**src/fddi_framing_defines.svh**
```systemverilog
// constants for the framing, noise and repeat filter block
`ifndef FDDI_FRAMING_DEFINES_SVH
`define FDDI_FRAMING_DEFINES_SVH

// 4b symbol codes with control bit set
`define SYM_J 4'hd
`define SYM_K 4'hd
`define SYM_I 4'ha
`define SYM_H 4'h1
`define SYM_Q 4'h0
`define SYM_T 4'h5
`define SYM_R 4'h6
`define SYM_S 4'h7
`define SYM_V 4'h2
`define SYM_ZERO 4'h0

// line state codes
`define LS_ACTIVE 3'h0
`define LS_IDLE 3'h1
`define LS_UNKNOWN 3'h2
`define LS_MASTER 3'h4
`define LS_HALT 3'h5
`define LS_QUIET 3'h6
`define LS_NOISE 3'h7

// reframe holdoff: 1.5 byte times (in tenths of a byte), rounded up to bytes
`define JK_HOLD_TENTHS 15
`define JK_HOLD_BYTES ((`JK_HOLD_TENTHS + 9) / 10)
// recenter window: 2.8 byte times, longest time rounds down
`define RECENTER_TENTHS 28
`define RECENTER_BYTES (`RECENTER_TENTHS / 10)
// halt pairs sent on a violation
`define HALT_PAIRS 2

// link clock period in the bench, ns, and core period
`define LINK_PERIOD_NS 400
`define CORE_PERIOD_NS 50

`endif

```
**src/fddi_framing_pkg.sv**
```systemverilog
// types for the framing, noise and repeat filter block
package fddi_framing_pkg;
    typedef enum logic [2:0] {
        rf_idle_type = 3'h0,
        rf_repeat_type = 3'h1,
        rf_end_type = 3'h3,
        rf_halt_type = 3'h2
    } rf_state_type;
endpackage

```
**src/link_sync.sv**
```systemverilog
// two-flop synchroniser plus rising edge detect for the link clock and levels
module link_sync #(
    parameter int WIDTH = 1
) (
    input wire logic mclk_in, // core clock
    input wire logic rst_n_in, // async reset, active low
    input wire logic [WIDTH-1:0] async_in, // levels from outside
    output logic [WIDTH-1:0] sync_out, // synchronised levels
    output logic [WIDTH-1:0] rise_out // one-cycle pulse on rising edge
);
    logic [WIDTH-1:0] meta_q;
    logic [WIDTH-1:0] sync_q;
    logic [WIDTH-1:0] last_q;

    always_ff @(posedge mclk_in or negedge rst_n_in) begin
        if (!rst_n_in) begin
            meta_q <= '0;
            sync_q <= '0;
            last_q <= '0;
        end else begin
            meta_q <= async_in;
            sync_q <= meta_q;
            last_q <= sync_q;
        end
    end

    assign sync_out = sync_q;
    assign rise_out = sync_q & ~last_q;
endmodule

```
**src/noise_qualifier.sv**
```systemverilog
// per-byte noise event and phy-invalid qualification
`include "fddi_framing_defines.svh"
module noise_qualifier (
    input wire logic signal_present_in, // synchronised signal detect
    input wire logic clock_present_in, // synchronised clock detect
    input wire logic [2:0] line_state_in, // current line state
    input wire logic [2:0] previous_line_state_in, // line state before unknown
    input wire logic [9:0] byte_in, // {c1,s1,c2,s2}
    input wire logic [9:0] previous_byte_in, // byte before this one
    output logic phy_invalid_flag_out, // phy invalid
    output logic noise_out // noise byte
);
    function automatic logic is_ctl(input logic c, input logic [3:0] s, input logic [3:0] v);
        is_ctl = c && (s == v);
    endfunction

    function automatic logic is_a(input logic c, input logic [3:0] s);
        is_a = !c || is_ctl(c, s, `SYM_R) || is_ctl(c, s, `SYM_S) || is_ctl(c, s, `SYM_T);
    endfunction

    function automatic logic is_ii(input logic [9:0] b);
        is_ii = is_ctl(b[9], b[8:5], `SYM_I) && is_ctl(b[4], b[3:0], `SYM_I);
    endfunction

    logic pair_ii;
    logic pair_jk;
    logic pair_ab;
    logic prev_ok;

    always_comb begin
        pair_ii = is_ii(byte_in);
        pair_jk = is_ctl(byte_in[9], byte_in[8:5], `SYM_J) && is_ctl(byte_in[4], byte_in[3:0], `SYM_K);
        pair_ab = is_a(byte_in[9], byte_in[8:5])
                  && (is_a(byte_in[4], byte_in[3:0]) || is_ctl(byte_in[4], byte_in[3:0], `SYM_I));
        prev_ok = (previous_line_state_in == `LS_ACTIVE) || (previous_line_state_in == `LS_IDLE);
        phy_invalid_flag_out = (line_state_in == `LS_HALT) || (line_state_in == `LS_QUIET)
                               || (line_state_in == `LS_MASTER) || (line_state_in == `LS_NOISE)
                               || ((line_state_in == `LS_UNKNOWN) && prev_ok);
        noise_out = (signal_present_in && !clock_present_in)
                    || (signal_present_in && clock_present_in && phy_invalid_flag_out
                        && !(pair_ii || pair_jk || pair_ab))
                    || (signal_present_in && clock_present_in && !phy_invalid_flag_out
                        && is_ii(previous_byte_in) && pair_ab);
    end
endmodule

```
**src/fddi_phy_framing_repeat_filter.sv**
```systemverilog
// receive framing hold, noise qualification and repeat filter for one phy
`include "fddi_framing_defines.svh"
module fddi_phy_framing_repeat_filter (
    input wire logic mclk_in, // 20 MHz core clock
    input wire logic rst_n_in, // async reset, active low
    input wire logic link_clk_in, // byte clock from the link, sampled
    input wire logic [9:0] rx_byte_in, // {c1,s1,c2,s2}, valid at link edge
    input wire logic on_boundary_in, // pair is on the byte boundary
    input wire logic [2:0] line_state_in, // from line state detector
    input wire logic recenter_in, // elastic buffer recentered
    input wire logic signal_present_in, // signal detect pin
    input wire logic clock_present_in, // clock detect pin
    input wire logic active_transmit_in, // active transmit mode
    input wire logic transmit_parity_error_in, // parity error on this byte
    output logic [9:0] ind_byte_out, // byte towards the mac side
    output logic reframe_out, // one-cycle reframe pulse
    output logic stuff_byte_out, // stuff byte inserted before JK
    output logic noise_out, // noise byte flag, one core cycle long
    output logic phy_invalid_flag_out, // phy invalid level
    output logic [9:0] tx_byte_out // repeated byte downstream
);
    ////////////////////////////////////////////////////////////////////////
    // synchronise the link clock and pin levels
    logic [2:0] sync_lv;
    logic [2:0] sync_rise;
    logic byte_tick;

    link_sync #(.WIDTH(3)) u_sync (
        .mclk_in(mclk_in),
        .rst_n_in(rst_n_in),
        .async_in({link_clk_in, signal_present_in, clock_present_in}),
        .sync_out(sync_lv),
        .rise_out(sync_rise)
    );
    // byte data is held a whole link period, so sampling at the synced edge is safe
    assign byte_tick = sync_rise[2];

    ////////////////////////////////////////////////////////////////////////
    // symbol decode helpers
    function automatic logic sym_is(input logic c, input logic [3:0] s, input logic [3:0] v);
        sym_is = c && (s == v);
    endfunction

    function automatic logic sym_viol(input logic c, input logic [3:0] s);
        sym_viol = sym_is(c, s, `SYM_V);
    endfunction

    logic c1;
    logic c2;
    logic [3:0] s1;
    logic [3:0] s2;
    logic pair_jk;
    logic pair_halt;
    logic has_idle;
    logic has_t;
    logic has_rs;
    logic has_viol;
    logic [9:0] mapped_byte;

    always_comb begin
        c1 = rx_byte_in[9];
        s1 = rx_byte_in[8:5];
        c2 = rx_byte_in[4];
        s2 = rx_byte_in[3:0];
        pair_jk = sym_is(c1, s1, `SYM_J) && sym_is(c2, s2, `SYM_K);
        pair_halt = sym_is(c1, s1, `SYM_H)
                    && (sym_is(c2, s2, `SYM_H) || sym_is(c2, s2, `SYM_Q));
        has_idle = sym_is(c1, s1, `SYM_I) || sym_is(c2, s2, `SYM_I);
        has_t = sym_is(c1, s1, `SYM_T) || sym_is(c2, s2, `SYM_T);
        has_rs = sym_is(c1, s1, `SYM_R) || sym_is(c1, s1, `SYM_S);
        has_viol = sym_viol(c1, s1) || sym_viol(c2, s2);
        mapped_byte = rx_byte_in;
        if (c1 != c2) begin
            mapped_byte = {1'b1, c1 ? s1 : `SYM_ZERO, 1'b1, c2 ? s2 : `SYM_ZERO};
        end
    end

    ////////////////////////////////////////////////////////////////////////
    // framing hold
    localparam logic [1:0] JK_HOLD = 2'(`JK_HOLD_BYTES);
    localparam logic [1:0] RC_WIN = 2'(`RECENTER_BYTES);
    logic [1:0] jk_age_q, jk_age_d;
    logic reframed_q, reframed_d;
    logic halt_block_q, halt_block_d;
    logic halt_recent_q, halt_recent_d;
    logic [1:0] rc_cnt_q, rc_cnt_d;
    logic reframe_d;
    logic stuff_d;
    logic halt_viol;
    logic in_active;
    logic in_idle;

    always_comb begin
        in_active = line_state_in == `LS_ACTIVE;
        in_idle = line_state_in == `LS_IDLE;
        jk_age_d = jk_age_q;
        reframed_d = reframed_q;
        halt_block_d = halt_block_q;
        halt_recent_d = halt_recent_q;
        rc_cnt_d = rc_cnt_q;
        reframe_d = 1'b0;
        stuff_d = 1'b0;
        halt_viol = 1'b0;
        if (byte_tick) begin
            if (jk_age_q != 2'h3) begin
                jk_age_d = jk_age_q + 2'h1;
            end
            if (in_active && (has_idle || has_t)) begin
                reframed_d = 1'b0;
            end
            if (pair_jk) begin
                // age counts from every jk seen, refused ones too
                jk_age_d = 2'h1;
                if (in_idle) begin
                    reframe_d = 1'b1;
                end else if (in_active && jk_age_q >= JK_HOLD) begin
                    if (on_boundary_in) begin
                        reframe_d = 1'b1;
                    end else if (!reframed_q) begin
                        reframe_d = 1'b1;
                    end
                end
                if (in_active && !on_boundary_in && reframed_q) begin
                    reframe_d = 1'b0;
                end
                if (in_active) begin
                    halt_block_d = 1'b1;
                end
                if (reframe_d) begin
                    reframed_d = 1'b1;
                    stuff_d = recenter_in || !on_boundary_in;
                end
            end
            // clear first, so a halt pair in the same byte wins
            if (recenter_in && !in_active) begin
                halt_block_d = 1'b0;
                if (rc_cnt_q >= RC_WIN) begin
                    halt_recent_d = 1'b0;
                end else begin
                    rc_cnt_d = rc_cnt_q + 2'h1;
                end
            end
            if (pair_halt && !on_boundary_in && (halt_block_q || halt_recent_q)) begin
                halt_viol = 1'b1;
            end else if (pair_halt && on_boundary_in) begin
                halt_recent_d = 1'b1;
                rc_cnt_d = 2'h0;
            end else if (pair_halt && in_idle) begin
                halt_recent_d = 1'b1;
            end
        end
    end

    ////////////////////////////////////////////////////////////////////////
    // noise and phy invalid
    logic [9:0] prev_byte_q, prev_byte_d;
    logic [2:0] prev_ls_q, prev_ls_d;
    logic [2:0] last_ls_q, last_ls_d;
    logic [2:0] prev_ls_eff;
    logic pi_c;
    logic noise_c;
    logic noise_d;

    noise_qualifier u_noise (
        .signal_present_in(sync_lv[1]),
        .clock_present_in(sync_lv[0]),
        .line_state_in(line_state_in),
        .previous_line_state_in(prev_ls_eff),
        .byte_in(rx_byte_in),
        .previous_byte_in(prev_byte_q),
        .phy_invalid_flag_out(pi_c),
        .noise_out(noise_c)
    );

    always_comb begin
        prev_byte_d = prev_byte_q;
        prev_ls_d = prev_ls_q;
        last_ls_d = line_state_in;
        // on the cycle of a change the stored previous state is one step stale
        prev_ls_eff = (line_state_in != last_ls_q) ? last_ls_q : prev_ls_q;
        noise_d = 1'b0;
        if (byte_tick) begin
            prev_byte_d = rx_byte_in;
            noise_d = noise_c;
        end
        if (line_state_in != last_ls_q) begin
            prev_ls_d = last_ls_q;
        end
    end

    ////////////////////////////////////////////////////////////////////////
    // repeat filter
    fddi_framing_pkg::rf_state_type rf_q, rf_d;
    logic [1:0] halt_cnt_q, halt_cnt_d;
    logic [9:0] tx_d;
    logic viol;
    localparam logic [9:0] IDLE_PAIR = {1'b1, `SYM_I, 1'b1, `SYM_I};
    localparam logic [9:0] HALT_PAIR = {1'b1, `SYM_H, 1'b1, `SYM_H};
    localparam logic [1:0] HALT_N = 2'(`HALT_PAIRS);

    always_comb begin
        rf_d = rf_q;
        halt_cnt_d = halt_cnt_q;
        tx_d = tx_byte_out;
        viol = has_viol || halt_viol || transmit_parity_error_in;
        if (byte_tick) begin
            tx_d = mapped_byte;
            if (!active_transmit_in) begin
                rf_d = fddi_framing_pkg::rf_idle_type;
                tx_d = IDLE_PAIR;
            end else if (pair_jk) begin
                rf_d = fddi_framing_pkg::rf_repeat_type;
            end else if (sym_is(c1, s1, `SYM_I)) begin
                rf_d = fddi_framing_pkg::rf_idle_type;
                tx_d = IDLE_PAIR;
            end else begin
                unique case (rf_q)
                    fddi_framing_pkg::rf_idle_type: begin
                        tx_d = IDLE_PAIR;
                    end
                    fddi_framing_pkg::rf_repeat_type: begin
                        if (viol) begin
                            rf_d = fddi_framing_pkg::rf_halt_type;
                            halt_cnt_d = 2'h1;
                            tx_d = HALT_PAIR;
                        end else if (has_t) begin
                            rf_d = fddi_framing_pkg::rf_idle_type;
                        end else if (!c1 && !c2) begin
                            rf_d = fddi_framing_pkg::rf_end_type;
                        end
                    end
                    fddi_framing_pkg::rf_end_type: begin
                        if (viol || (has_rs && !has_t)) begin
                            rf_d = fddi_framing_pkg::rf_halt_type;
                            halt_cnt_d = 2'h1;
                            tx_d = HALT_PAIR;
                        end else if (has_t) begin
                            rf_d = fddi_framing_pkg::rf_repeat_type;
                        end
                    end
                    fddi_framing_pkg::rf_halt_type: begin
                        tx_d = HALT_PAIR;
                        if (halt_cnt_q >= HALT_N) begin
                            rf_d = fddi_framing_pkg::rf_idle_type;
                            tx_d = IDLE_PAIR;
                        end else begin
                            halt_cnt_d = halt_cnt_q + 2'h1;
                        end
                    end
                    default: begin
                        rf_d = fddi_framing_pkg::rf_idle_type;
                    end
                endcase
            end
        end
    end

    ////////////////////////////////////////////////////////////////////////
    // registers
    always_ff @(posedge mclk_in or negedge rst_n_in) begin
        if (!rst_n_in) begin
            jk_age_q <= 2'h3;
            reframed_q <= 1'b0;
            halt_block_q <= 1'b0;
            halt_recent_q <= 1'b0;
            rc_cnt_q <= 2'h0;
            prev_byte_q <= 10'h000;
            prev_ls_q <= `LS_QUIET;
            last_ls_q <= `LS_QUIET;
            rf_q <= fddi_framing_pkg::rf_idle_type;
            halt_cnt_q <= 2'h0;
            ind_byte_out <= 10'h000;
            reframe_out <= 1'b0;
            stuff_byte_out <= 1'b0;
            noise_out <= 1'b0;
            phy_invalid_flag_out <= 1'b0;
            tx_byte_out <= 10'h000;
        end else begin
            jk_age_q <= jk_age_d;
            reframed_q <= reframed_d;
            halt_block_q <= halt_block_d;
            halt_recent_q <= halt_recent_d;
            rc_cnt_q <= rc_cnt_d;
            prev_byte_q <= prev_byte_d;
            prev_ls_q <= prev_ls_d;
            last_ls_q <= last_ls_d;
            rf_q <= rf_d;
            halt_cnt_q <= halt_cnt_d;
            ind_byte_out <= byte_tick ? mapped_byte : ind_byte_out;
            reframe_out <= reframe_d;
            stuff_byte_out <= stuff_d;
            noise_out <= noise_d;
            phy_invalid_flag_out <= pi_c;
            tx_byte_out <= tx_d;
        end
    end
endmodule

```
**config.mk**
```make
export PLATFORM = sky130hd
export DESIGN_NAME = fddi_phy_framing_repeat_filter
export DESIGN_NICKNAME = d
export VERILOG_FILES = /design/src/fddi_framing_pkg.sv /design/src/link_sync.sv /design/src/noise_qualifier.sv /design/src/fddi_phy_framing_repeat_filter.sv
export VERILOG_INCLUDE_DIRS = /design/src
export SDC_FILE = /design/constraint.sdc
export NUM_CORES = 1
export LEC_CHECK = 0
export ABC_AREA = 1
export BUFFER_PORTS_ARGS = -buffer_cell sky130_fd_sc_hd__buf_2
export CAP_MARGIN = 20
export CORE_AREA = 2 2 80 82
export CTS_CLUSTER_DIAMETER = 50
export CTS_CLUSTER_SIZE = 12
export DETAILED_ROUTE_END_ITERATION = 16
export DIE_AREA = 0 0 82 84
export MAX_ROUTING_LAYER = met4
export PLACE_DENSITY = 0.74
export RECOVER_POWER = 100
export SLEW_MARGIN = 0
export SYNTH_ARGS = -nofsm -noshare
export SYNTH_HDL_FRONTEND = slang
export SYNTH_SLANG_ARGS = --single-unit
```
**constraint.sdc**
```tcl
create_clock -name mclk_in -period 1.6 [get_ports mclk_in]
set_input_delay 0.32 -clock mclk_in [delete_from_list [all_inputs] [get_ports mclk_in]]
set_output_delay 0.32 -clock mclk_in [all_outputs]
set_load 0.02 [all_outputs]
```
==> results of run 1 <==
power groups by stage:
stage | combinational, mW | sequential (mW) | clock [mW]
after floorplan | 0.295 | 1.66 | 0
after global placement | 0.554 | 1.63 | 0
after detailed placement | 0.573 | 1.63 | 0
after CTS | 0.578 | 1.60 | 0.826
after global routing | 0.652 | 1.62 | 0.871
final | 0.564 | 1.60 | 0.803
cells by family after synthesis:
| kind of cell | count (synthesis) | synth area share, % |
|---|---|---|
| and+or+nand+nor | 193 | 31.6 |
| buffers and inverters | 67 | 8.94 |
| DFF | 55 | 46.4 |
| AOI/OAI and AO/OA | 49 | 10.3 |
| adders and majority gates | 6 | 2.52 |
| xor gates and xnor gates | 1 | 0.294 |
worst max-delay path, delay by kind of cell (launching register included):
family | cells | cell delay [ns]
AO/OA/AOI/OAI | 1 | 0.05
buffers and inverters | 2 | 0.11
flip-flops | 1 | 0.39
AND/OR/NAND/NOR | 9 | 0.85
sequential cells by signal (all words and copies together), names as in the netlist, 2 cells and up:
register / flops
prev_byte_q: 10
ind_byte_out: 9
rc_cnt_q: 2
prev_ls_q: 2
halt_cnt_q: 2
rf_q: 2
last_ls_q: 3
u_sync.sync_out: 3
tx_byte_out: 9
jk_age_q: 2
u_sync.meta_q: 3
layer usage:
metal / share of wire (%) / up-vias / track usage, %
li1: - / 1349 / -
met1: 45 / 1224 / 30.0
met2: 48 / 67 / 35.1
met3: 3.9 / 14 / 3.90
met4: 2.7 / 0 / 9.39
met5: 0 / - / -
worst paths after layout:
check | startpoint | endpoint | depth (start not counted)
setup / recovery | u_sync.last_q[2] | halt_cnt_q[0] | 12
hold / removal | link_clk_in | u_sync.meta_q[2] | 1
setup reg to reg | u_sync.last_q[2] | halt_cnt_q[0] | 12
hold reg to reg | u_sync.meta_q[2] | u_sync.sync_out[2] | 0
max in group asynchronous | rst_n_in | rf_q[0] | 3
min in group asynchronous | rst_n_in | noise_out | 3
placed cells by master (no fill, tap or decap), drive strengths merged:
master,Yosys,layout
a21boi,1,1
a21oi,6,6
a221oi,2,2
a31oi,3,3
buf,6,58
clkbuf,4,34
clkinv,3,1
clkinvlp,0,3
dfrtp,49,49
dfstp,6,6
dlygate4sd3,0,1
ha,6,6
inv,54,56
nand2,105,105
nand3,30,30
nand3b,3,3
nand4,10,10
nor2,39,39
nor3,3,3
nor3b,1,1
o211ai,4,4
o21ai,33,33
or2,2,2
xnor2,1,1
final cells by class:
| class | count | share of cell area (%) |
|---|---|---|
| tap | 77 | 2.60 |
| sequential | 55 | 37.4 |
| timing repair buffer | 88 | 14.0 |
| clock inverter | 3 | 0.641 |
| multi-input combinational | 249 | 37.6 |
| inverter | 57 | 5.94 |
| clock buffer | 5 | 1.86 |
timing repair:
item	in CTS	in global routing
setup endpoints to repair	1	14
pin swaps	0	9
hold endpoints to repair	34	0
resized for setup	1	20
buffers inserted	0	1
hold buffers	1	0
per-stage QoR:
step | util (%) | instances
floorplan | - | 371
detailed placement | 58.7 | 525
CTS | 60.5 | 534
finish | 60.8 | 534
global route | 60.8 | 534
global placement | 58.7 | 525
==> impl_metrics.prom, run 1 <==
# TYPE chip_impl_metric gauge
chip_impl_metric{name="p_int",unit="mW"} 2.06
chip_impl_metric{name="globalRouteOverflowTotal",unit=""} 0
chip_impl_info{name="setup.worst_path.start_class",value="register"} 1
chip_impl_metric{name="hold_viol_final",unit=""} 0
chip_impl_metric{name="final_nets",unit=""} 484
chip_impl_metric{name="fin_setup_tns",unit="ns"} 0
chip_impl_metric{name="avgSynthCellArea",unit="sq um"} 8.04
chip_impl_metric{name="timing.critical_path.fanout_max",unit=""} 7
chip_impl_metric{name="io_buffer_count",unit=""} 45
chip_impl_metric{name="timing.reg2reg.setup_slack",unit="ns"} 0.09
chip_impl_info{name="crit_path_top_delay_cell",value="dfrtp_1"} 1
chip_impl_metric{name="peak_supply_drop",unit="uV"} 471
chip_impl_metric{name="leakage",unit="nW"} 1.91
chip_impl_metric{name="postSynthRegisterBits",unit=""} 55
chip_impl_metric{name="finalClockSkew",unit="ns"} 0.00920
chip_impl_metric{name="drt_drc_violations_left",unit=""} 0
chip_impl_metric{name="dieArea",unit="sq um"} 6890
chip_impl_metric{name="worstSkewPairLatency",unit="ns"} 0.32
chip_impl_metric{name="num_vias",unit=""} 2654
chip_impl_metric{name="synthesis.nets",unit=""} 399
chip_impl_metric{name="p_total",unit="mW"} 2.97
chip_impl_metric{name="switching_share_of_total_power",unit="%"} 30.7
chip_impl_metric{name="pin_count",unit=""} 46
chip_impl_metric{name="slew_limit_headroom",unit="%"} 50.9
chip_impl_metric{name="synth_seq_area_share",unit="%"} 46.4
chip_impl_metric{name="timing.final.max_slew_violations",unit=""} 0
chip_impl_metric{name="worst_path_largest_cell_delay",unit="ns"} 0.39
chip_impl_metric{name="initial_core_util",unit="%"} 48.9
chip_impl_info{name="ys_flop_type",value="dfrtp_1"} 1
chip_impl_metric{name="antenna_cells_inserted",unit=""} 0
chip_impl_info{name="min_path_type",value="in -> reg"} 1
chip_impl_metric{name="first_pass_iters",unit=""} 4
chip_impl_metric{name="first_global_vias",unit=""} 2640
chip_impl_metric{name="pre_cts_ws",unit="ns"} -0.0763
chip_impl_metric{name="yosysWarnings",unit=""} 0
chip_impl_metric{name="clk_pin_slew_worst_paths",unit="ns"} 0.10
chip_impl_metric{name="clock_power_share",unit="%"} 27.1
chip_impl_info{name="yosysMostFrequentCell",value="nand2_1"} 1
chip_impl_metric{name="power.share.sequential",unit="%"} 53.9
chip_impl_metric{name="yosys.area.top_type_share",unit="%"} 41.1
chip_impl_metric{name="register_area",unit="sq um"} 1390
chip_impl_metric{name="filler_cell_count",unit=""} 577
chip_impl_metric{name="finalSetupViolations",unit=""} 0
chip_impl_metric{name="wl_per_cell",unit="um"} 13.0
chip_impl_metric{name="gp_congestion",unit=""} 0.965
chip_impl_metric{name="maximum_clock_frequency",unit="MHz"} 661
chip_impl_metric{name="cts_buffer_depth",unit=""} 2
chip_impl_metric{name="track_usage",unit="%"} 22.9
chip_impl_info{name="path_cells",value="inv_1 > nand2_2 > nor2_4 > nand3_4 > nand2_4 > inv_4 > nand2_4 > nand2_4 > nor2_4 > nand2_4 > nand2_2 > o21ai_2"} 1
chip_impl_metric{name="powerDensity",unit="nW/um^2"} 800
chip_impl_metric{name="area_of_combinational_cells_with_multiple_inputs",unit="sq um"} 1400
chip_impl_metric{name="cts_sinks",unit=""} 55
chip_impl_metric{name="proportion_of_register_bits_with_asynchronous_set_or_reset_after_synthesis",unit="%"} 100
chip_impl_metric{name="die_x",unit="um"} 82
chip_impl_metric{name="areaGrowthSynthToFinish",unit="%"} 24.3
chip_impl_metric{name="ant_nets",unit=""} 0
chip_impl_metric{name="timing.max_cap.violations",unit=""} 0
chip_impl_metric{name="postRouteWirelength",unit="mm"} 6.97
chip_impl_metric{name="final_worst_hold_slack",unit="ns"} 0.0961
chip_impl_metric{name="placedInstanceArea",unit="sq um"} 3580
chip_impl_info{name="synth.top_cells.by_count",value="92 x nand2_1, 49 x dfrtp_1, 44 x inv_1"} 1
chip_impl_metric{name="chipHeight",unit="um"} 84
chip_impl_metric{name="initial_antenna_violation_count",unit=""} 0
chip_impl_metric{name="post_route_cells_drive_above_1_share",unit="%"} 29.3
chip_impl_metric{name="worst_slew_pin_slew",unit="ns"} 0.736
chip_impl_metric{name="drt_iter0_markers",unit=""} 134
chip_impl_metric{name="min_period",unit="ns"} 1.51
chip_impl_info{name="synth_area_leader_cell",value="dfrtp_1"} 1
chip_impl_metric{name="placementRows",unit=""} 29
chip_impl_metric{name="worstPathRequired",unit="ns"} 1.81
chip_impl_metric{name="combPwrFrac",unit="%"} 19.0
chip_impl_metric{name="vias_per_cell",unit=""} 4.97
chip_impl_info{name="worst_setup_path_type",value="reg -> reg"} 1
chip_impl_metric{name="grt_first_pass_wirelength",unit="mm"} 12.0
chip_impl_metric{name="cts_inserted_buffers",unit=""} 5
chip_impl_metric{name="post_synth_inst_count",unit=""} 371
chip_impl_metric{name="cts-htree-levels",unit=""} 2
chip_impl_metric{name="final.period_utilization",unit="%"} 94.6
chip_impl_metric{name="cp.arrival",unit="ns"} 1.72
chip_impl_info{name="crit_path_end_kind",value="register"} 1
chip_impl_info{name="clock_tree.root_cell",value="clkbuf_8"} 1
chip_impl_metric{name="post-route-cell-area",unit="sq um"} 3710
chip_impl_metric{name="p_sw",unit="uW"} 911
chip_impl_metric{name="finalWorstSetupSlack",unit="ns"} 0.0864
chip_impl_info{name="cp_common_cell",value="nand2_4"} 1
chip_impl_info{name="cts_tree",value="done"} 1
chip_impl_info{name="post_synth_main_area_contributors",value="dfrtp_1 41%, nand2_1 12%, inv_1 5.5%"} 1
chip_impl_metric{name="grt_max_degree",unit=""} 56
chip_impl_info{name="run_status",value="completed"} 1
chip_impl_metric{name="synth_cell_type_count",unit=""} 35
chip_impl_metric{name="total_standard_cell_area_after_synthesis",unit="sq um"} 2980
chip_impl_metric{name="dp_hpwl",unit="mm"} 5.37
chip_impl_metric{name="core_area",unit="sq um"} 6100
chip_impl_metric{name="synth_edf_count",unit=""} 0
(Power assumes the default switching activity.)
==> inputs of run 2 (changes only) <==
Settings changed: BUFFER_PORTS_ARGS -buffer_cell sky130_fd_sc_hd__buf_2 to -buffer_cell sky130_fd_sc_hd__buf_4.
==> run 2 against run 1 <==
  * Combinational power up 6.6%
  * Largest power group unchanged
  * Die area is the same
  * Sequential share of layout area shrank 0.85 points
  * Critical endpoint is now halt_cnt_q[1]
==> impl_metrics.prom, run 2 (synthesis gave the netlist of run 1 again) <==
# TYPE chip_impl_metric gauge
chip_impl_info{name="worst_setup_path_type",value="reg -> reg"} 1
chip_impl_metric{name="worst_slew_pin_slew",unit="ns"} 1.36
chip_impl_metric{name="combPwrFrac",unit="%"} 20.0
chip_impl_metric{name="dieArea",unit="sq um"} 6890
chip_impl_info{name="crit_path_top_delay_cell",value="dfrtp_1"} 1
chip_impl_metric{name="timing.critical_path.fanout_max",unit=""} 7
chip_impl_metric{name="chipHeight",unit="um"} 84
chip_impl_metric{name="hold_viol_final",unit=""} 0
chip_impl_metric{name="cts_inserted_buffers",unit=""} 5
chip_impl_metric{name="cts_sinks",unit=""} 55
chip_impl_metric{name="pin_count",unit=""} 46
chip_impl_metric{name="ctsHoldBuffers",unit=""} 0
chip_impl_metric{name="p_int",unit="mW"} 2.09
chip_impl_metric{name="drt_iter0_markers",unit=""} 138
chip_impl_info{name="cts_tree",value="done"} 1
chip_impl_metric{name="antenna_cells_inserted",unit=""} 0
chip_impl_metric{name="cts_buffer_depth",unit=""} 2
chip_impl_metric{name="critPathBufInv",unit=""} 2
chip_impl_metric{name="initial_antenna_violation_count",unit=""} 0
chip_impl_metric{name="first_global_vias",unit=""} 2743
chip_impl_info{name="path_cells",value="inv_2 > nand2_4 > nor2_4 > nand3_4 > nand2_4 > inv_4 > nand2_4 > nand2_4 > nor2_4 > nand2_4 > nand2_2 > o21ai_2"} 1
chip_impl_metric{name="num_vias",unit=""} 2669
chip_impl_info{name="critPathTopFamily",value="simple AND/OR/NAND/NOR gates"} 1
chip_impl_metric{name="clock_power_share",unit="%"} 26.4
chip_impl_metric{name="slew_limit_headroom",unit="%"} 9.57
chip_impl_metric{name="filler_cell_count",unit=""} 558
chip_impl_metric{name="dp_hpwl",unit="mm"} 5.64
chip_impl_metric{name="cts-htree-levels",unit=""} 2
chip_impl_metric{name="worst_r2r_path_depth",unit=""} 12
chip_impl_metric{name="track_usage",unit="%"} 23.6
chip_impl_metric{name="critical_path_depth",unit=""} 12
chip_impl_metric{name="timing.max_cap.violations",unit=""} 0
chip_impl_metric{name="p_sw",unit="uW"} 909
chip_impl_metric{name="maximum_clock_frequency",unit="MHz"} 664
chip_impl_info{name="run_status",value="completed"} 1
chip_impl_metric{name="initial_core_util",unit="%"} 48.9
chip_impl_metric{name="final_worst_hold_slack",unit="ns"} 0.127
chip_impl_metric{name="core_area",unit="sq um"} 6100
chip_impl_info{name="min_path_type",value="in -> reg"} 1
chip_impl_metric{name="final.period_utilization",unit="%"} 94.1
chip_impl_metric{name="cp.arrival",unit="ns"} 1.71
chip_impl_metric{name="final_nets",unit=""} 485
chip_impl_metric{name="finalClockSkew",unit="ns"} 0.00934
chip_impl_metric{name="first_pass_iters",unit=""} 4
chip_impl_metric{name="clk_pin_slew_worst_paths",unit="ns"} 0.10
chip_impl_metric{name="drt_drc_violations_left",unit=""} 0
chip_impl_metric{name="die_x",unit="um"} 82
chip_impl_metric{name="worstSkewPairLatency",unit="ns"} 0.31
chip_impl_metric{name="globalRouteOverflowTotal",unit=""} 0
chip_impl_info{name="highest_count_cells_in_the_layout_ignoring_fill_and_taps",value="91 x nand2_1, 75 x buf_4, 49 x dfrtp_1, 43 x inv_1, 29 x nor2_1"} 1
chip_impl_metric{name="grt_max_degree",unit=""} 56
chip_impl_info{name="registers.top_by_ff_count",value="prev_byte_q"} 1
chip_impl_metric{name="power.share.sequential",unit="%"} 53.6
chip_impl_info{name="setup.worst_path.start_class",value="register"} 1
chip_impl_metric{name="finalSetupViolations",unit=""} 0
chip_impl_info{name="timing.rr.start",value="u_sync.last_q[2]"} 1
chip_impl_metric{name="worstPathRequired",unit="ns"} 1.80
chip_impl_info{name="largest_registers_ranked_by_flip_flop_count",value="prev_byte_q (10), ind_byte_out (9), tx_byte_out (9)"} 1
chip_impl_info{name="crit_path_end_kind",value="register"} 1
chip_impl_metric{name="timing.final.max_slew_violations",unit=""} 0
chip_impl_metric{name="switching_share_of_total_power",unit="%"} 30.3
chip_impl_metric{name="post_route_cells_drive_above_1_share",unit="%"} 32.1
chip_impl_metric{name="grt_first_pass_wirelength",unit="mm"} 12.3
chip_impl_metric{name="areaGrowthSynthToFinish",unit="%"} 27.1
chip_impl_metric{name="vias_per_cell",unit=""} 4.99
chip_impl_info{name="clock_tree.root_cell",value="clkbuf_8"} 1
chip_impl_metric{name="largest_reg_flops",unit=""} 10
chip_impl_metric{name="peak_supply_drop",unit="uV"} 467
chip_impl_metric{name="placementRows",unit=""} 29
chip_impl_info{name="cp_common_cell",value="nand2_4"} 1
chip_impl_metric{name="gp_congestion",unit=""} 0.945
chip_impl_info{name="reg2reg_to",value="halt_cnt_q[1]"} 1
chip_impl_metric{name="ant_nets",unit=""} 0
chip_impl_metric{name="worst_path_largest_cell_delay",unit="ns"} 0.38
chip_impl_metric{name="powerDensity",unit="nW/um^2"} 792
chip_impl_metric{name="wl_per_cell",unit="um"} 13.3
chip_impl_metric{name="min_period",unit="ns"} 1.51
chip_impl_metric{name="timing.reg2reg.setup_slack",unit="ns"} 0.09
chip_impl_info{name="cp-startpoint",value="u_sync.last_q[2]"} 1
chip_impl_metric{name="p_total",unit="mW"} 3.00
chip_impl_metric{name="leakage",unit="nW"} 1.98
chip_impl_metric{name="fin_setup_tns",unit="ns"} 0
chip_impl_info{name="layout.cells.most_common",value="nand2_1"} 1
chip_impl_metric{name="postRouteWirelength",unit="mm"} 7.12
chip_impl_info{name="unrepaired_setup_endpoints_after_global_routing",value="true"} 1
chip_impl_metric{name="io_buffer_count",unit=""} 45
chip_impl_info{name="worst_setup_path_endpoint",value="halt_cnt_q[1]"} 1
run 2: cell types whose count changed in the layout (fill, tap and decap cells not counted), sizes merged:
cell,change
buf,+17
dlygate4sd3,-1
clkbuf,-15
run 2: worst min-delay path by stage:
stage                 startpoint                  to  slack [ns]  cells past startpoint
6_report        line_state_in[1]        last_ls_q[1]        0.13                      1
5_1_grt        signal_present_in    u_sync.meta_q[1]        0.11                      1
2_1_floorplan           rst_n_in        halt_block_q        0.02                      0
3_5_place_dp    u_sync.meta_q[2]  u_sync.sync_out[2]        0.34                      0
4_1_cts                 rst_n_in      prev_byte_q[0]        0.08                      1
3_3_place_gp    u_sync.meta_q[1]  u_sync.sync_out[1]        0.33                      0
run 2: through the flow:
step / setup slack, ns / instance area [sq um] / instances / utilization (%)
2_1_floorplan: 0.0752 / 2980 / 371 / -
3_3_place_gp: -0.0831 / 3680 / 525 / 60.4
3_5_place_dp: -0.115 / 3680 / 525 / 60.4
4_1_cts: 0.0141 / 3780 / 533 / 62.0
5_1_grt: -0.00749 / 3790 / 535 / 62.2
6_report: 0.0938 / 3790 / 535 / 62.2
run 2: metal layers:
layer	GRT usage, %	wire length (um)
met5	-	0
met4	6.82	126
met3	3.25	244
met2	39.4	3610
met1	29.7	3150
run 2: area by class of cell:
cell class	instances	area, sq um	share of cell area, %
clock buffer	5	68.8	1.82
clock inverter	3	23.8	0.627
inverter	57	220	5.81
multi-input combinational	249	1370	36.1
sequential	55	1380	36.5
tap	77	96.3	2.54
timing repair buffer	89	628	16.6
run 2: power groups by stage:
stage / logic [mW] / clock network, mW / registers, mW
4_1_cts: 0.614 / 0.817 / 1.61
6_report: 0.601 / 0.792 / 1.61
3_3_place_gp: 0.589 / 0 / 1.63
5_1_grt: 0.687 / 0.876 / 1.62
2_1_floorplan: 0.295 / 0 / 1.66
3_5_place_dp: 0.611 / 0 / 1.63
run 2: what timing repair did:
| item | CTS | global route |
|---|---|---|
| endpoints found under the setup margin | 1 | 16 |
| buffers inserted | 0 | 3 |
| pin swaps | 0 | 5 |
| resized for setup | 1 | 12 |
==> inputs of run 3 (changes only) <==
Settings changed: CORE_AREA 2 2 80 82 to 2 2 58 114, DIE_AREA 0 0 82 84 to 0 0 60 116, PLACE_DENSITY 0.74 to 0.73.
==> run 3 against run 2 <==
  * Hold slack better by 0.014 ns
  * Wire length is 12% higher
  * Non-clock buffer count is 4 lower
  * Critical path type unchanged
  * Total power is 16% higher
  * Highest routed layer unchanged
  * Design area is 3.3% higher
  * Largest cell class is now multi-input gates
  * Clock skew is 0.0053 ns lower
  * Cell count is 0.56% higher
  * Sequential share of layout area is 1.1 points lower
  * Clock power is 59% higher
==> impl_metrics.prom, run 3 (synthesis gave the netlist of run 1 again) <==
# TYPE chip_impl_metric gauge
chip_impl_metric{name="clk_pin_slew_worst_paths",unit="ns"} 0.07
chip_impl_metric{name="timing.final.max_slew_violations",unit=""} 0
chip_impl_info{name="highest_count_cells_in_the_layout_ignoring_fill_and_taps",value="89 x nand2_1, 76 x buf_4, 48 x dfrtp_1, 43 x inv_1, 28 x nor2_1"} 1
chip_impl_metric{name="cp.arrival",unit="ns"} 1.69
chip_impl_metric{name="first_pass_iters",unit=""} 4
chip_impl_metric{name="hold_viol_final",unit=""} 0
chip_impl_metric{name="maximum_clock_frequency",unit="MHz"} 667
chip_impl_metric{name="placementRows",unit=""} 40
chip_impl_metric{name="gp_congestion",unit=""} 0.989
chip_impl_metric{name="worstPathRequired",unit="ns"} 1.79
chip_impl_metric{name="cts_inserted_buffers",unit=""} 5
chip_impl_metric{name="chipHeight",unit="um"} 116
chip_impl_metric{name="p_total",unit="mW"} 3.49
chip_impl_info{name="crit_path_end_kind",value="register"} 1
chip_impl_metric{name="core_area",unit="sq um"} 6060
chip_impl_metric{name="final.period_utilization",unit="%"} 93.7
chip_impl_info{name="hold_path_startpoint",value="line_state_in[1]"} 1
chip_impl_metric{name="min_period",unit="ns"} 1.50
chip_impl_metric{name="slew_limit_headroom",unit="%"} 54.2
chip_impl_metric{name="critPathBufInv",unit=""} 1
chip_impl_info{name="cts_tree",value="done"} 1
chip_impl_metric{name="die_x",unit="um"} 60
chip_impl_metric{name="area_of_combinational_cells_with_multiple_inputs",unit="sq um"} 1390
chip_impl_metric{name="globalRouteOverflowTotal",unit=""} 0
chip_impl_info{name="min_path_type",value="in -> reg"} 1
chip_impl_info{name="worst_setup_path_type",value="reg -> reg"} 1
chip_impl_metric{name="dieArea",unit="sq um"} 6960
chip_impl_info{name="largest_registers_ranked_by_flip_flop_count",value="prev_byte_q (10), ind_byte_out (9), tx_byte_out (9)"} 1
chip_impl_metric{name="post_route_cells_drive_above_1_share",unit="%"} 34.4
chip_impl_metric{name="cts-htree-levels",unit=""} 2
chip_impl_metric{name="track_usage",unit="%"} 26.3
chip_impl_info{name="path_cells",value="inv_1 > nor2_1 > a21boi_0 > nand4_1 > nand3_2 > nor2_2 > nand2_1 > nand2_1"} 1
chip_impl_metric{name="cts_sinks",unit=""} 55
chip_impl_metric{name="initial_core_util",unit="%"} 49.2
chip_impl_metric{name="num_vias",unit=""} 2768
chip_impl_metric{name="vias_per_cell",unit=""} 5.14
chip_impl_info{name="crit_path_top_delay_cell",value="dfrtp_2"} 1
chip_impl_metric{name="grt_first_pass_wirelength",unit="mm"} 13.2
chip_impl_metric{name="worst_slew_pin_slew",unit="ns"} 0.687
chip_impl_info{name="critPathTopFamily",value="simple AND/OR/NAND/NOR gates"} 1
chip_impl_metric{name="first_global_vias",unit=""} 2894
chip_impl_metric{name="leakage",unit="nW"} 2.05
chip_impl_metric{name="powerDensity",unit="nW/um^2"} 892
chip_impl_metric{name="postRouteWirelength",unit="mm"} 7.95
chip_impl_info{name="registers.top_by_ff_count",value="prev_byte_q"} 1
chip_impl_metric{name="pin_count",unit=""} 46
chip_impl_metric{name="initial_antenna_violation_count",unit=""} 0
chip_impl_info{name="run_status",value="completed"} 1
chip_impl_metric{name="grt_max_degree",unit=""} 38
chip_impl_metric{name="filler_cell_count",unit=""} 541
chip_impl_metric{name="antenna_cells_inserted",unit=""} 0
chip_impl_metric{name="cts_buffer_depth",unit=""} 2
chip_impl_metric{name="io_buffer_count",unit=""} 45
chip_impl_info{name="setup.worst_path.start_class",value="register"} 1
chip_impl_info{name="cp_common_cell",value="nand2_1"} 1
chip_impl_info{name="cp-startpoint",value="rf_q[0]"} 1
chip_impl_metric{name="placedCellCount",unit=""} 530
chip_impl_metric{name="drt_drc_violations_left",unit=""} 0
chip_impl_metric{name="finalSetupViolations",unit=""} 0
chip_impl_metric{name="dp_hpwl",unit="mm"} 6.26
chip_impl_metric{name="register_area",unit="sq um"} 1390
chip_impl_metric{name="peak_supply_drop",unit="uV"} 581
chip_impl_metric{name="drt_iter0_markers",unit=""} 142
chip_impl_metric{name="finish.cell_count_without_fillers",unit=""} 538
chip_impl_metric{name="timing.critical_path.fanout_max",unit=""} 7
chip_impl_metric{name="finalClockSkew",unit="ns"} 0.00406
chip_impl_metric{name="ant_nets",unit=""} 0
chip_impl_metric{name="final_nets",unit=""} 481
chip_impl_metric{name="wl_per_cell",unit="um"} 14.8
chip_impl_metric{name="areaGrowthSynthToFinish",unit="%"} 31.3
chip_impl_metric{name="timing.max_cap.violations",unit=""} 0
chip_impl_metric{name="worstSkewPairLatency",unit="ns"} 0.29
chip_impl_info{name="clock_tree.root_cell",value="clkbuf_16"} 1
chip_impl_metric{name="worst_path_largest_cell_delay",unit="ns"} 0.43
chip_impl_metric{name="largest_reg_flops",unit=""} 10
chip_impl_info{name="layout.cells.most_common",value="nand2_1"} 1
chip_impl_info{name="timing.rr.start",value="rf_q[0]"} 1
run 3: cell count changes in the layout (fill, tap and decap cells not counted), moves of 2 or more:
cell,change
clkbuf_1,-7
nand2_1,-2
clkbuf_8,-5
clkbuf_16,+5
nand2_2,+2
run 3: worst reg2reg max path: stages (launching register included):
cell and delay [ns]:
dfrtp_2 0.43, inv_1 0.08, nor2_1 0.16, a21boi_0 0.28
nand4_1 0.20, nand3_2 0.11, nor2_2 0.04, nand2_1 0.06
nand2_1 0.04
run 3: final timing paths:
kind	to	cells past startpoint	slack, ns
max in group asynchronous	prev_ls_q[2]	3	0.34
hold reg to reg	u_sync.sync_out[0]	0	0.35
setup reg to reg	rf_q[0]	8	0.10
hold / removal	last_ls_q[1]	1	0.14
setup / recovery	rf_q[0]	8	0.10
min in group asynchronous	tx_byte_out[6]	2	0.60
run 3: repair_timing:
| item | in CTS | in global routing |
|---|---|---|
| hold buffers | 1 | 0 |
| endpoints found under the hold margin | 21 | 0 |
| gates resized for setup | 0 | 20 |
| endpoints found under the setup margin | 0 | 15 |
| setup buffers | 0 | 0 |
run 3: power breakdown:
group          internal [mW]  switching [mW]
Clock                  0.744           0.515
Combinational          0.255           0.369
Sequential              1.53          0.0714
Total                   2.53           0.956
run 3: routing by layer:
metal | part of all wire, % | track usage (%) | routed length, um
met5 | 0 | - | 0
met4 | 5.8 | 17.5 | 464
met3 | 3.1 | 3.91 | 248
met2 | 56 | 44.5 | 4490
met1 | 35 | 27.0 | 2750
run 3: cell type report:
type                            count  area share (%)
Tap cell                           84            2.68
Clock inverter                      3            1.18
Sequential cell                    55            35.4
Multi-Input combinational cell    249            35.6
Clock buffer                        5            3.20
Inverter                           57            5.62
Timing Repair Buffer               85            16.3
run 3: metrics by stage:
stage / utilization, % / cell area, sq um / setup slack (ns) / setup TNS [ns] / hold slack [ns]
detailed placement: 60.9 / 3690 / -0.0487 / -0.354 / 0.256
global route: 64.6 / 3920 / -0.00775 / -0.00775 / 0.142
CTS: 63.9 / 3870 / 0.0122 / 0 / 0.126
finish: 64.6 / 3920 / 0.100 / 0 / 0.141
global placement: 60.9 / 3690 / -0.0391 / -0.182 / 0.241
floorplan: - / 2980 / 0.0752 / 0 / 0.0244
